## src/shared/old_pkg.sv

```systemverilog
// Summary of operation
// - Duty-cycle target equals target minus centre code; centre code means motor stopped.
// - Duty magnitude of full scale is 100 percent drive, smaller values proportional.
// - Applied duty magnitude is clamped to the configured maximum duty cycle.
// - Per PID period, duty magnitude rises by at most the acceleration limit.
// - Per PID period, duty magnitude falls by at most the deceleration limit; a lowered maximum duty, a stop or an error halt cuts it further.
// - Latched missing-power error stops the motor and holds until a run command.
// - Run command clears all latched errors; active conditions still keep the motor stopped.
// - Stop command is accepted any time and halts drive immediately.
// - Applied duty is readable, separate from the target, and reflects the limits.
// - Inversion setting swaps which output polarity a positive duty drives.
// - Control update with limits runs once per PID period, default ten milliseconds.
// - Drive direction follows the sign of the applied duty and the inversion setting.
package old_pkg;

  localparam int CLK_HZ         = 25_000_000;
  localparam int PID_PERIOD_MS  = 10;
  // never longer than nominal: integer division rounds down
  localparam int PID_PERIOD_CYC = (CLK_HZ / 1000) * PID_PERIOD_MS;

  localparam logic [11:0] CENTER_CODE = 12'h800;
  localparam logic [9:0]  FULL_SCALE  = 10'h258;
  localparam logic [9:0]  PWM_LAST    = 10'h257;

  typedef struct packed {
    logic [9:0] max_duty;
    logic [9:0] max_accel;
    logic [9:0] max_decel;
    logic       invert;
    logic       nopwr_en;
    logic       nopwr_latch;
  } old_cfg_t;

  typedef struct packed {
    logic run;
    logic stop;
  } old_cmd_t;

  typedef struct packed {
    logic signed [12:0] dc_target;
    logic signed [10:0] duty;
    logic               stopped;
    logic               err_latched;
    logic               fault;
    logic               limited;
  } old_stat_t;

  typedef enum logic [2:0] {
    ST_STOPPED = 3'b001,
    ST_RUN     = 3'b010,
    ST_FAULT   = 3'b100
  } old_state_t;

  localparam old_stat_t STAT_RST = '{
    dc_target:   13'h0000,
    duty:        11'h000,
    stopped:     1'b1,
    err_latched: 1'b0,
    fault:       1'b0,
    limited:     1'b0
  };

  function automatic logic [9:0] old_min10(input logic [9:0] a, input logic [9:0] b);
    return (a < b) ? a : b;
  endfunction

  function automatic logic [9:0] old_mag11(input logic [10:0] d);
    return d[10] ? 10'(11'h000 - d) : d[9:0];
  endfunction

endpackage

```

## src/core/old_pwm.sv

```systemverilog
`timescale 1ns/100ps
module old_pwm (
  input  wire logic       sys_clk, // system clock
  input  wire logic       rst_n,   // sync reset
  input  wire logic       clk_en,  // clock enable
  input  wire logic [9:0] mag,     // duty magnitude, full scale = 100 %
  input  wire logic       neg,     // duty sign
  input  wire logic       invert,  // swap motor direction
  output logic            drv_a,   // bridge side a
  output logic            drv_b    // bridge side b
);
  import old_pkg::*;

  logic [9:0] cnt;
  // a full-scale magnitude keeps the compare true for the whole period
  wire        on  = (cnt < mag);
  wire        fwd = (neg == invert);

  always_ff @(posedge sys_clk) begin
    if (!rst_n) begin
      cnt   <= 10'h000;
      drv_a <= 1'b0;
      drv_b <= 1'b0;
    end else if (clk_en) begin
      cnt   <= (cnt == PWM_LAST) ? 10'h000 : cnt + 10'h001;
      drv_a <= on & fwd;
      drv_b <= on & ~fwd;
    end
  end
endmodule

```

## src/core/old_tick.sv

```systemverilog
`timescale 1ns/100ps
module old_tick #(
  parameter int PERIOD_CYC = old_pkg::PID_PERIOD_CYC
) (
  input  wire logic sys_clk, // system clock
  input  wire logic rst_n,   // sync reset
  input  wire logic clk_en,  // clock enable
  output logic      tick     // one-cycle period pulse
);
  import old_pkg::*;

  localparam int CW = (PERIOD_CYC > 2) ? $clog2(PERIOD_CYC) : 1;

  logic [CW-1:0] cnt;
  wire           last = (cnt == CW'(PERIOD_CYC - 1));

  always_ff @(posedge sys_clk) begin
    if (!rst_n) begin
      cnt  <= '0;
      tick <= 1'b0;
    end else if (clk_en) begin
      cnt  <= last ? '0 : cnt + 1'b1;
      tick <= last;
    end
  end
endmodule

```

## src/core/old_top.sv

```systemverilog
`timescale 1ns/100ps
module old_top #(
  parameter int PERIOD_CYC = old_pkg::PID_PERIOD_CYC
) (
  input  wire logic              sys_clk,  // 25 MHz system clock
  input  wire logic              rst_n,    // sync reset, active low
  input  wire logic              clk_en,   // freezes all state while low
  input  wire logic [11:0]       target,   // target code, centre = stop
  input  wire old_pkg::old_cfg_t cfg,      // limits and error settings
  input  wire old_pkg::old_cmd_t cmd,      // run / stop command pulses
  input  wire logic              no_power, // missing motor power condition
  output old_pkg::old_stat_t     stat,     // registered status
  output logic                   drv_a,    // bridge side a
  output logic                   drv_b     // bridge side b
);
  import old_pkg::*;

  old_state_t state;
  old_state_t next_state;
  old_stat_t  next_stat;
  logic       tick;

  // error handling
  wire fault_cond = cfg.nopwr_en & no_power;
  wire latch_set  = fault_cond & cfg.nopwr_latch;
  // set wins over the run-command clear
  wire next_latch = latch_set | (stat.err_latched & ~cmd.run);
  wire halt_fault = fault_cond | next_latch;

  always_comb begin
    next_state = state;
    case (state)
      ST_STOPPED: begin
        if (cmd.run) begin
          next_state = halt_fault ? ST_FAULT : ST_RUN;
        end
      end
      ST_RUN: begin
        if (halt_fault) begin
          next_state = ST_FAULT;
        end
      end
      ST_FAULT: begin
        // a latched error stays in next_latch until run clears it
        if (!halt_fault) begin
          next_state = ST_RUN;
        end
      end
      default: begin
        next_state = ST_STOPPED;
      end
    endcase
    if (cmd.stop) begin
      next_state = ST_STOPPED;
    end
  end

  wire halt = (next_state != ST_RUN);

  // target path
  wire logic signed [12:0] next_dc_target = $signed({1'b0, target}) - $signed({1'b0, CENTER_CODE});
  wire logic               tneg           = next_dc_target[12];
  wire logic [12:0]        tmag           = tneg ? 13'(13'h0000 - next_dc_target) : next_dc_target;
  wire logic [9:0]         lim            = old_min10(cfg.max_duty, FULL_SCALE);
  wire logic [9:0]         cm             = (tmag > {3'h0, lim}) ? lim : tmag[9:0];

  // ramp toward the clamped target
  wire logic [9:0] cur      = old_mag11(stat.duty);
  wire logic       cneg     = stat.duty[10];
  // a sign reversal decelerates to zero first and never crosses in one period
  wire logic       opposite = (cur != 10'h000) & (cm != 10'h000) & (cneg != tneg);
  wire logic       grow     = ~opposite & (cm > cur);
  wire logic [9:0] up_step  = old_min10(cfg.max_accel, cm - cur);
  wire logic [9:0] dn_step  = old_min10(cfg.max_decel, opposite ? cur : cur - cm);
  wire logic [9:0] ramp_mag = grow ? cur + up_step : cur - dn_step;
  // lowering the maximum takes effect at the next period tick, ahead of the deceleration limit
  wire logic [9:0] new_mag  = old_min10(ramp_mag, lim);
  wire logic       new_neg  = grow ? tneg : cneg;
  wire logic [10:0] mag_ext = {1'b0, new_mag};
  wire logic [10:0] ramp_duty = new_neg ? 11'h000 - mag_ext : mag_ext;

  wire logic [10:0] next_duty = halt ? 11'h000 : tick ? ramp_duty : stat.duty;
  wire logic [10:0] cm_ext    = {1'b0, cm};
  wire logic [10:0] lim_duty  = tneg ? 11'h000 - cm_ext : cm_ext;

  always_comb begin
    next_stat             = stat;
    next_stat.dc_target   = next_dc_target;
    next_stat.duty        = $signed(next_duty);
    next_stat.stopped     = halt;
    next_stat.err_latched = next_latch;
    next_stat.fault       = fault_cond;
    // shows that motor limits hold the duty away from its target
    next_stat.limited     = (next_duty != lim_duty) || (cm != tmag[9:0]) || (tmag > {3'h0, FULL_SCALE});
  end

  always_ff @(posedge sys_clk) begin
    if (!rst_n) begin
      state <= ST_STOPPED;
      stat  <= STAT_RST;
    end else if (clk_en) begin
      state <= next_state;
      stat  <= next_stat;
    end
  end

  old_tick #(
    .PERIOD_CYC (PERIOD_CYC)
  ) u_tick (
    .sys_clk (sys_clk),
    .rst_n   (rst_n),
    .clk_en  (clk_en),
    .tick    (tick)
  );

  old_pwm u_pwm (
    .sys_clk (sys_clk),
    .rst_n   (rst_n),
    .clk_en  (clk_en),
    .mag     (cur),
    .neg     (cneg),
    .invert  (cfg.invert),
    .drv_a   (drv_a),
    .drv_b   (drv_b)
  );

  wire logic [10:0] mag_w = {1'b0, cur};
endmodule

```

## config.mk

```make
export PLATFORM = sky130hd
export DESIGN_NAME = old_top
export DESIGN_NICKNAME = d
export VERILOG_FILES = /design/src/shared/old_pkg.sv /design/src/core/old_pwm.sv /design/src/core/old_tick.sv /design/src/core/old_top.sv
export SDC_FILE = /design/constraint.sdc
export NUM_CORES = 1
export LEC_CHECK = 0
export BUFFER_PORTS_ARGS = -buffer_cell sky130_fd_sc_hd__buf_2
export CORE_MARGIN = 2
export CORE_UTILIZATION = 56
export CTS_BUF_LIST = sky130_fd_sc_hd__clkbuf_8
export CTS_CLUSTER_SIZE = 30
export DETAILED_ROUTE_END_ITERATION = 6
export GPL_TIMING_DRIVEN = 0
export PLACE_DENSITY = 0.77
export SYNTH_ARGS = -nofsm -noshare
export SYNTH_HDL_FRONTEND = slang
export SYNTH_HIERARCHICAL = 1
export SYNTH_SLANG_ARGS = --single-unit
```

## constraint.sdc

```tcl
create_clock -name sys_clk -period 17.52 [get_ports sys_clk]
set_input_delay 2.628 -clock sys_clk [delete_from_list [all_inputs] [get_ports sys_clk]]
set_output_delay 2.628 -clock sys_clk [all_outputs]
set_load 0.02 [all_outputs]
```

==> impl_metrics.py, run 1 <==
metrics = {
    "synthesis": {
        "synth-seq-cells": 61,
        "synth_area_um2": 7586,
        "synth_ff_type": "dfxtp_1",
        "yosys_warnings": 6,
        "async_flop_share_pct": 0,
        "yosysUniqueCellTypes": 87,
        "yosysSeqAreaShare_pct": 16.10,
        "yosys.cell_count.top_type": "nor2_1",
        "syn_inst": 1014,
        "syn_avg_cell_area_um2": 7.481,
        "synth_edf_count": 0,
        "synth_top_area_share_pct": 16.10,
        "synthTopCellsByArea": "dfxtp_1, ha_1, xnor2_1, a21oi_1, nor2_1",
        "synth_nets": 1144,
        "synth_commonest_cells": "nor2_1, a21oi_1, ha_1, nand2_1, xnor2_1",
        "synth_area_leader_cell": "dfxtp_1",
    },
    "global_route": {
        "grt_pass1_wl_um": 35250,
        "grt_pass1_vias": 7380,
        "grt_max_degree": 13,
        "antenna_found_initial": 0,
        "grt.total_usage_pct": 29.97,
        "grt_overflow": 0,
    },
    "worst_setup_path": {
        "critPathLaunch": "target[0]",
        "critPathKind": "primary input to register",
        "arrival_ns": 16.60,
        "critPathMaxFanout": 10,
        "start_kind": "primary input",
        "crit_path_end_kind": "register",
        "cpPeakStageDelay_ns": 0.54,
        "timing.rr.start": "stat[4]",
        "ff2ff_path_depth": 58,
        "r2r_slack_ns": 4.31,
        "cp_slowest_cell": "or4_1",
        "required_ns": 17.78,
        "rr_endpoint": "stat[0]",
    },
    "floorplanning": {
        "initial_core_util_pct": 57.28,
        "fp.dieArea_um2": 14490,
        "core_um2": 13240,
        "die_w_um": 120.4,
        "die_y_um": 120.4,
        "placementRows": 42,
        "pin_count": 81,
    },
    "placed_design": {
        "hpwl_um": 17130,
        "placedInstanceArea_um2": 8192,
        "routabilityCongestion": 0.9559,
        "dp_cells": 1267,
        "io_buffers": 77,
        "pre_cts_slack_ns": -0.3243,
    },
    "clock_network": {
        "clkTransAtPathRegs_ns": 0.08,
        "cts_tree": "done",
        "numCtsBuffers": 9,
        "root_buffer": "clkbuf_8",
        "cts_buffer_depth": 2,
        "clkSinkCount": 61,
        "h-tree-depth": 3,
        "clk_latency_ns": 0.36,
    },
    "timing": {
        "fin_crit_sh_pct": 93.25,
        "fin_crit_ns": 16.34,
        "tightest_slew_ns": 1.042,
        "fin_tns_setup_ns": 0,
        "relSlewSlack_pct": 29.81,
        "rsz0062_at_grt": "false",
        "report.final.slew_viol_count": 0,
        "finalHoldViolCount": 0,
        "setup_ws_ns": 1.183,
        "skew_ns": 0.01103,
        "setup_viol": 0,
        "max_freq_mhz": 61.21,
    },
    "power": {
        "p_total_mw": 0.7064,
        "peakVddDrop_v": 0.00006083,
        "p_leak_nw": 3.601,
        "powerDensity_nw_per_um2": 83.68,
    },
    "route": {
        "drc": 0,
        "first_iter_violations": 628,
        "via_per_inst": 5.990,
        "dr.pass1.iters": 5,
        "wl_per_cell_um": 16.74,
        "vias": 7685,
        "drt_wl_total_um": 21480,
        "final_antenna_net_count": 0,
    },
    "status": {
        "status": "finished clean",
    },
    "cells_and_area": {
        "fin_cells": 1283,
        "area_growth_pct": 11.28,
        "antenna_cells": 0,
        "stdcell_area_um2": 8442,
        "drive_gt1_share_pct": 14.18,
        "fin_nets": 1232,
    },
    "hold_path": {
        "hold_end": "stat[1]",
        "whs_path_depth": 2,
        "hold_class": "register to register",
        "worstHoldStart": "stat[1]",
    },
    "flow_run": {
        "maxCapViolCount": 0,
    },
}
-- layer usage --
metal  global-route usage (%)  share of wire (%)  up-vias
met5                        0                  0        -
met4                    12.57                3.3        0
met3                    5.047                6.2       64
met2                    49.58                 46      265
met1                    38.50                 44     3554
li1                         -                  -     3802
-- report_power, final --
| group | internal, mW | leakage [nW] | total (mW) | switching (mW) |
|---|---|---|---|---|
| Sequential | 0.142 | 0.495 | 0.145 | 0.00283 |
| Clock | 0.0515 | 0.0856 | 0.112 | 0.0605 |
| Combinational | 0.174 | 3.02 | 0.450 | 0.275 |
-- how the worst max path moves through the flow --
stage	endpoint	depth (start not counted)
3_3_place_gp	stat[0]	65
2_1_floorplan	stat[0]	66
5_1_grt	stat[0]	68
4_1_cts	stat[0]	67
6_report	stat[0]	66
3_5_place_dp	stat[0]	67
-- metrics by stage --
stage          util, %  hold WS [ns]
2_1_floorplan        -        0.4521
3_3_place_gp     61.86        0.4602
3_5_place_dp     61.86        0.4630
4_1_cts          63.21        0.4794
5_1_grt          63.75        0.5122
6_report         63.75        0.4780
-- sequential cells by signal, indices dropped and copies added, names as in the netlist --
register / cells
stat: 27
u_tick/cnt: 18
u_pwm/cnt: 10
state: 3
u_pwm/drv_a: 1
u_pwm/drv_b: 1
u_tick/tick: 1
-- worst max-delay path, delay by kind of cell --
family | cells | cell delay, ns
buf+inv | 9 | 1.84
mux | 1 | 0.16
xor+xnor | 4 | 0.88
fa+ha+maj | 9 | 2.63
compound gates | 29 | 5.75
simple gates | 14 | 2.72
-- what timing repair did --
item,in CTS,in global routing
setup buffers,0,1
gates resized for setup,1,22
pin swaps,0,2
hold buffers,0,0
setup endpoints to repair,1,5
-- cell usage in the layout, fill, tap and decap left out, drive strengths merged, types with 5 or more instances in the layout --
master and instances:
o211ai 5, nand2 78, o31ai 10, nor2 106
clkinv 5, nand3 29, o21a 21, dfxtp 61
or3 10, xnor2 68, o21ai 57, a22oi 5
nand4 22, inv 65, clkbuf 38, a21o 16
buf 92, a31oi 11, o21bai 11, a211oi 6
and3 12, or2 5, or4 8, ha 77
and2 9, nand2b 7, mux2i 35, nor4 14
a21oi 82, nor2b 24, xor2 29, nand3b 6
nor3 22, nor3b 5
-- cell families after synthesis --
kind of cell	count (synthesis)	share of synthesized area [%]
buffers and inverters	109	5.657
flip-flops	61	16.10
AND/OR/NAND/NOR	366	25.25
AO/OA/AOI/OAI	262	23.03
adder cells (fa/ha/maj)	80	13.36
XOR/XNOR	98	11.50
multiplexers	38	5.113
-- final cells by class --
| class | instances | area (µm²) |
|---|---|---|
| buffer | 43 | 190.2 |
| clock buffer | 9 | 123.9 |
| clock inverter | 7 | 51.30 |
| fill | 1266 | 4801 |
| inverter | 65 | 244.0 |
| multi-input combinational | 844 | 5998 |
| sequential | 61 | 1221 |
| tap | 176 | 220.2 |
| timing repair buffer | 78 | 392.9 |
Power figures use the tool's default switching activity.
==> run 2: changes to the inputs <==
--- a/config.mk
+++ b/config.mk
@@ -6,6 +6,7 @@
 export NUM_CORES = 1
 export LEC_CHECK = 0
 export BUFFER_PORTS_ARGS = -buffer_cell sky130_fd_sc_hd__buf_2
+export CORE_ASPECT_RATIO = 0.8
 export CORE_MARGIN = 2
 export CORE_UTILIZATION = 56
 export CTS_BUF_LIST = sky130_fd_sc_hd__clkbuf_8
==> run 2 against run 1 <==
Hold slack gained 0.0020 ns. Sequential cell count unchanged. First-iteration DRC count fell by 1.1%. Count of clock-buffer cells in the layout stayed put. Worst setup slack worse by 0.084 ns. Fmax decreased by 0.51%. Non-clock buffer count fell by 1. Highest routed layer unchanged.
==> impl_metrics.py, run 2 (same netlist as run 1, synthesis figures left out) <==
metrics = {
    "power": {
        "power_frac_seq_pct": 19.8,
        "p_leak_nw": 3.615,
        "p_sw_mw": 0.3339,
        "power_frac_clock_pct": 19.2,
        "combPwrFrac_pct": 61.0,
        "switching_share_pct": 45.74,
        "p_int_mw": 0.3960,
        "powerDensity_nw_per_um2": 86.04,
        "peakVddDrop_v": 0.00004944,
    },
    "timing": {
        "setup_viol": 0,
        "fin_crit_ns": 16.42,
        "relSlewSlack_pct": 22.84,
        "tightest_slew_ns": 1.145,
        "rsz0062_at_grt": "false",
        "setup_ws_ns": 1.099,
        "skew_ns": 0.006657,
        "max_freq_mhz": 60.90,
        "report.final.slew_viol_count": 0,
        "fin_crit_sh_pct": 93.73,
        "finalHoldViolCount": 0,
    },
    "worst_setup_path": {
        "arrival_ns": 16.65,
        "cp_slowest_cell": "or4_1",
        "r2r_slack_ns": 4.15,
        "cpMostUsedCell": "a21oi_1",
        "cpPeakStageDelay_ns": 0.53,
        "required_ns": 17.75,
        "start_kind": "primary input",
        "critPathMaxFanout": 10,
        "crit_path_end_kind": "register",
        "critPathKind": "primary input to register",
    },
    "clock_network": {
        "clk_latency_ns": 0.33,
        "clkSinkCount": 61,
        "numCtsBuffers": 9,
        "h-tree-depth": 3,
        "holdBufCountCts": 0,
        "root_buffer": "clkbuf_8",
        "post-cts-setup-buffers": 0,
        "cts_buffer_depth": 2,
        "cts_tree": "done",
        "postCtsResizedCells": 0,
        "clkTransAtPathRegs_ns": 0.08,
    },
    "global_route": {
        "antenna_found_initial": 0,
        "grt_max_degree": 13,
        "grt_overflow": 0,
        "grt.total_usage_pct": 29.13,
        "grt_pass1_vias": 6921,
        "grt_pass1_wl_um": 34270,
    },
    "placed_design": {
        "pre_cts_slack_ns": -0.2988,
        "routabilityCongestion": 0.9887,
        "dp_cells": 1271,
        "hpwl_um": 16890,
        "io_buffers": 77,
    },
    "cells_and_area": {
        "top_regs": "stat x27, u_tick/cnt x18, u_pwm/cnt x10",
        "drive_gt1_share_pct": 14.01,
        "largest_register_ffs": 27,
        "fin_cells": 1286,
        "final_cell_mix": "nor2_1, buf_2, ha_1",
        "fin_nets": 1231,
        "antenna_cells": 0,
        "mostFrequentLayoutCell": "nor2_1",
        "top_register": "stat",
        "area_growth_pct": 11.83,
    },
    "floorplanning": {
        "die_y_um": 108.1,
        "placementRows": 38,
        "fp.dieArea_um2": 14500,
        "initial_core_util_pct": 56.58,
        "die_w_um": 134.1,
        "core_um2": 13410,
        "pin_count": 81,
    },
    "route": {
        "wl_per_cell_um": 16.51,
        "dr.pass1.iters": 6,
        "final_antenna_net_count": 0,
        "via_per_inst": 5.975,
        "drt_wl_total_um": 21230,
        "drc": 0,
        "vias": 7684,
        "first_iter_violations": 621,
    },
    "flow_run": {
        "maxCapViolCount": 0,
    },
    "hold_path": {
        "hold_class": "register to register",
    },
    "status": {
        "status": "finished clean",
    },
}
-- run 2: layout make-up --
type,count,area [µm²]
Multi-Input combinational cell,844,5998
Clock inverter,7,98.84
Fill cell,1229,4925
Clock buffer,9,123.9
Sequential cell,61,1221
Timing Repair Buffer,77,385.4
Inverter,65,244.0
Buffer,43,186.4
Tap cell,180,225.2
-- run 2: power by group through the flow --
stage          registers [mW]  clock network [mW]  logic [mW]
2_1_floorplan           0.150                   0       0.320
3_3_place_gp            0.148                   0       0.420
3_5_place_dp            0.148                   0       0.425
4_1_cts                 0.145               0.141       0.428
5_1_grt                 0.145               0.148       0.493
6_report                0.145               0.140       0.445
-- run 2: stage by stage --
step           hold slack (ns)  setup TNS (ns)  area, µm²  power, mW  util, %
6_report                0.4800               0       8483     0.7299    63.27
3_3_place_gp            0.4623        -0.05941       8197     0.5678    61.13
4_1_cts                 0.4815               0       8419     0.7140    62.79
2_1_floorplan           0.4521               0       7586     0.4705        -
3_5_place_dp            0.4698         -0.2988       8197     0.5734    61.13
5_1_grt                 0.5200               0       8483     0.7869    63.27
-- run 2: path summary, 6_finish.rpt --
kind         depth (start not counted)        start     endpoint
min reg2reg                          2  u_pwm/drv_a  u_pwm/drv_a
max                                 67    target[0]      stat[0]
min                                  2  u_pwm/drv_a  u_pwm/drv_a
max reg2reg                         58      stat[4]      stat[0]
-- run 2: per-layer routing --
metal,vias up,track usage [%],part of all wire [%]
met5,-,0,0
met4,0,7.744,1.9
met3,32,4.876,7.5
met2,322,46.04,43
met1,3524,41.19,48
li1,3806,-,-
-- run 2: critical path, delay by kind of cell --
kind	cells	cell delay, ns
buffers and inverters	10	2.19
XOR/XNOR	4	0.94
AND/OR/NAND/NOR	16	2.63
AO/OA/AOI/OAI	27	5.36
multiplexers	1	0.17
adder cells (fa/ha/maj)	9	2.73
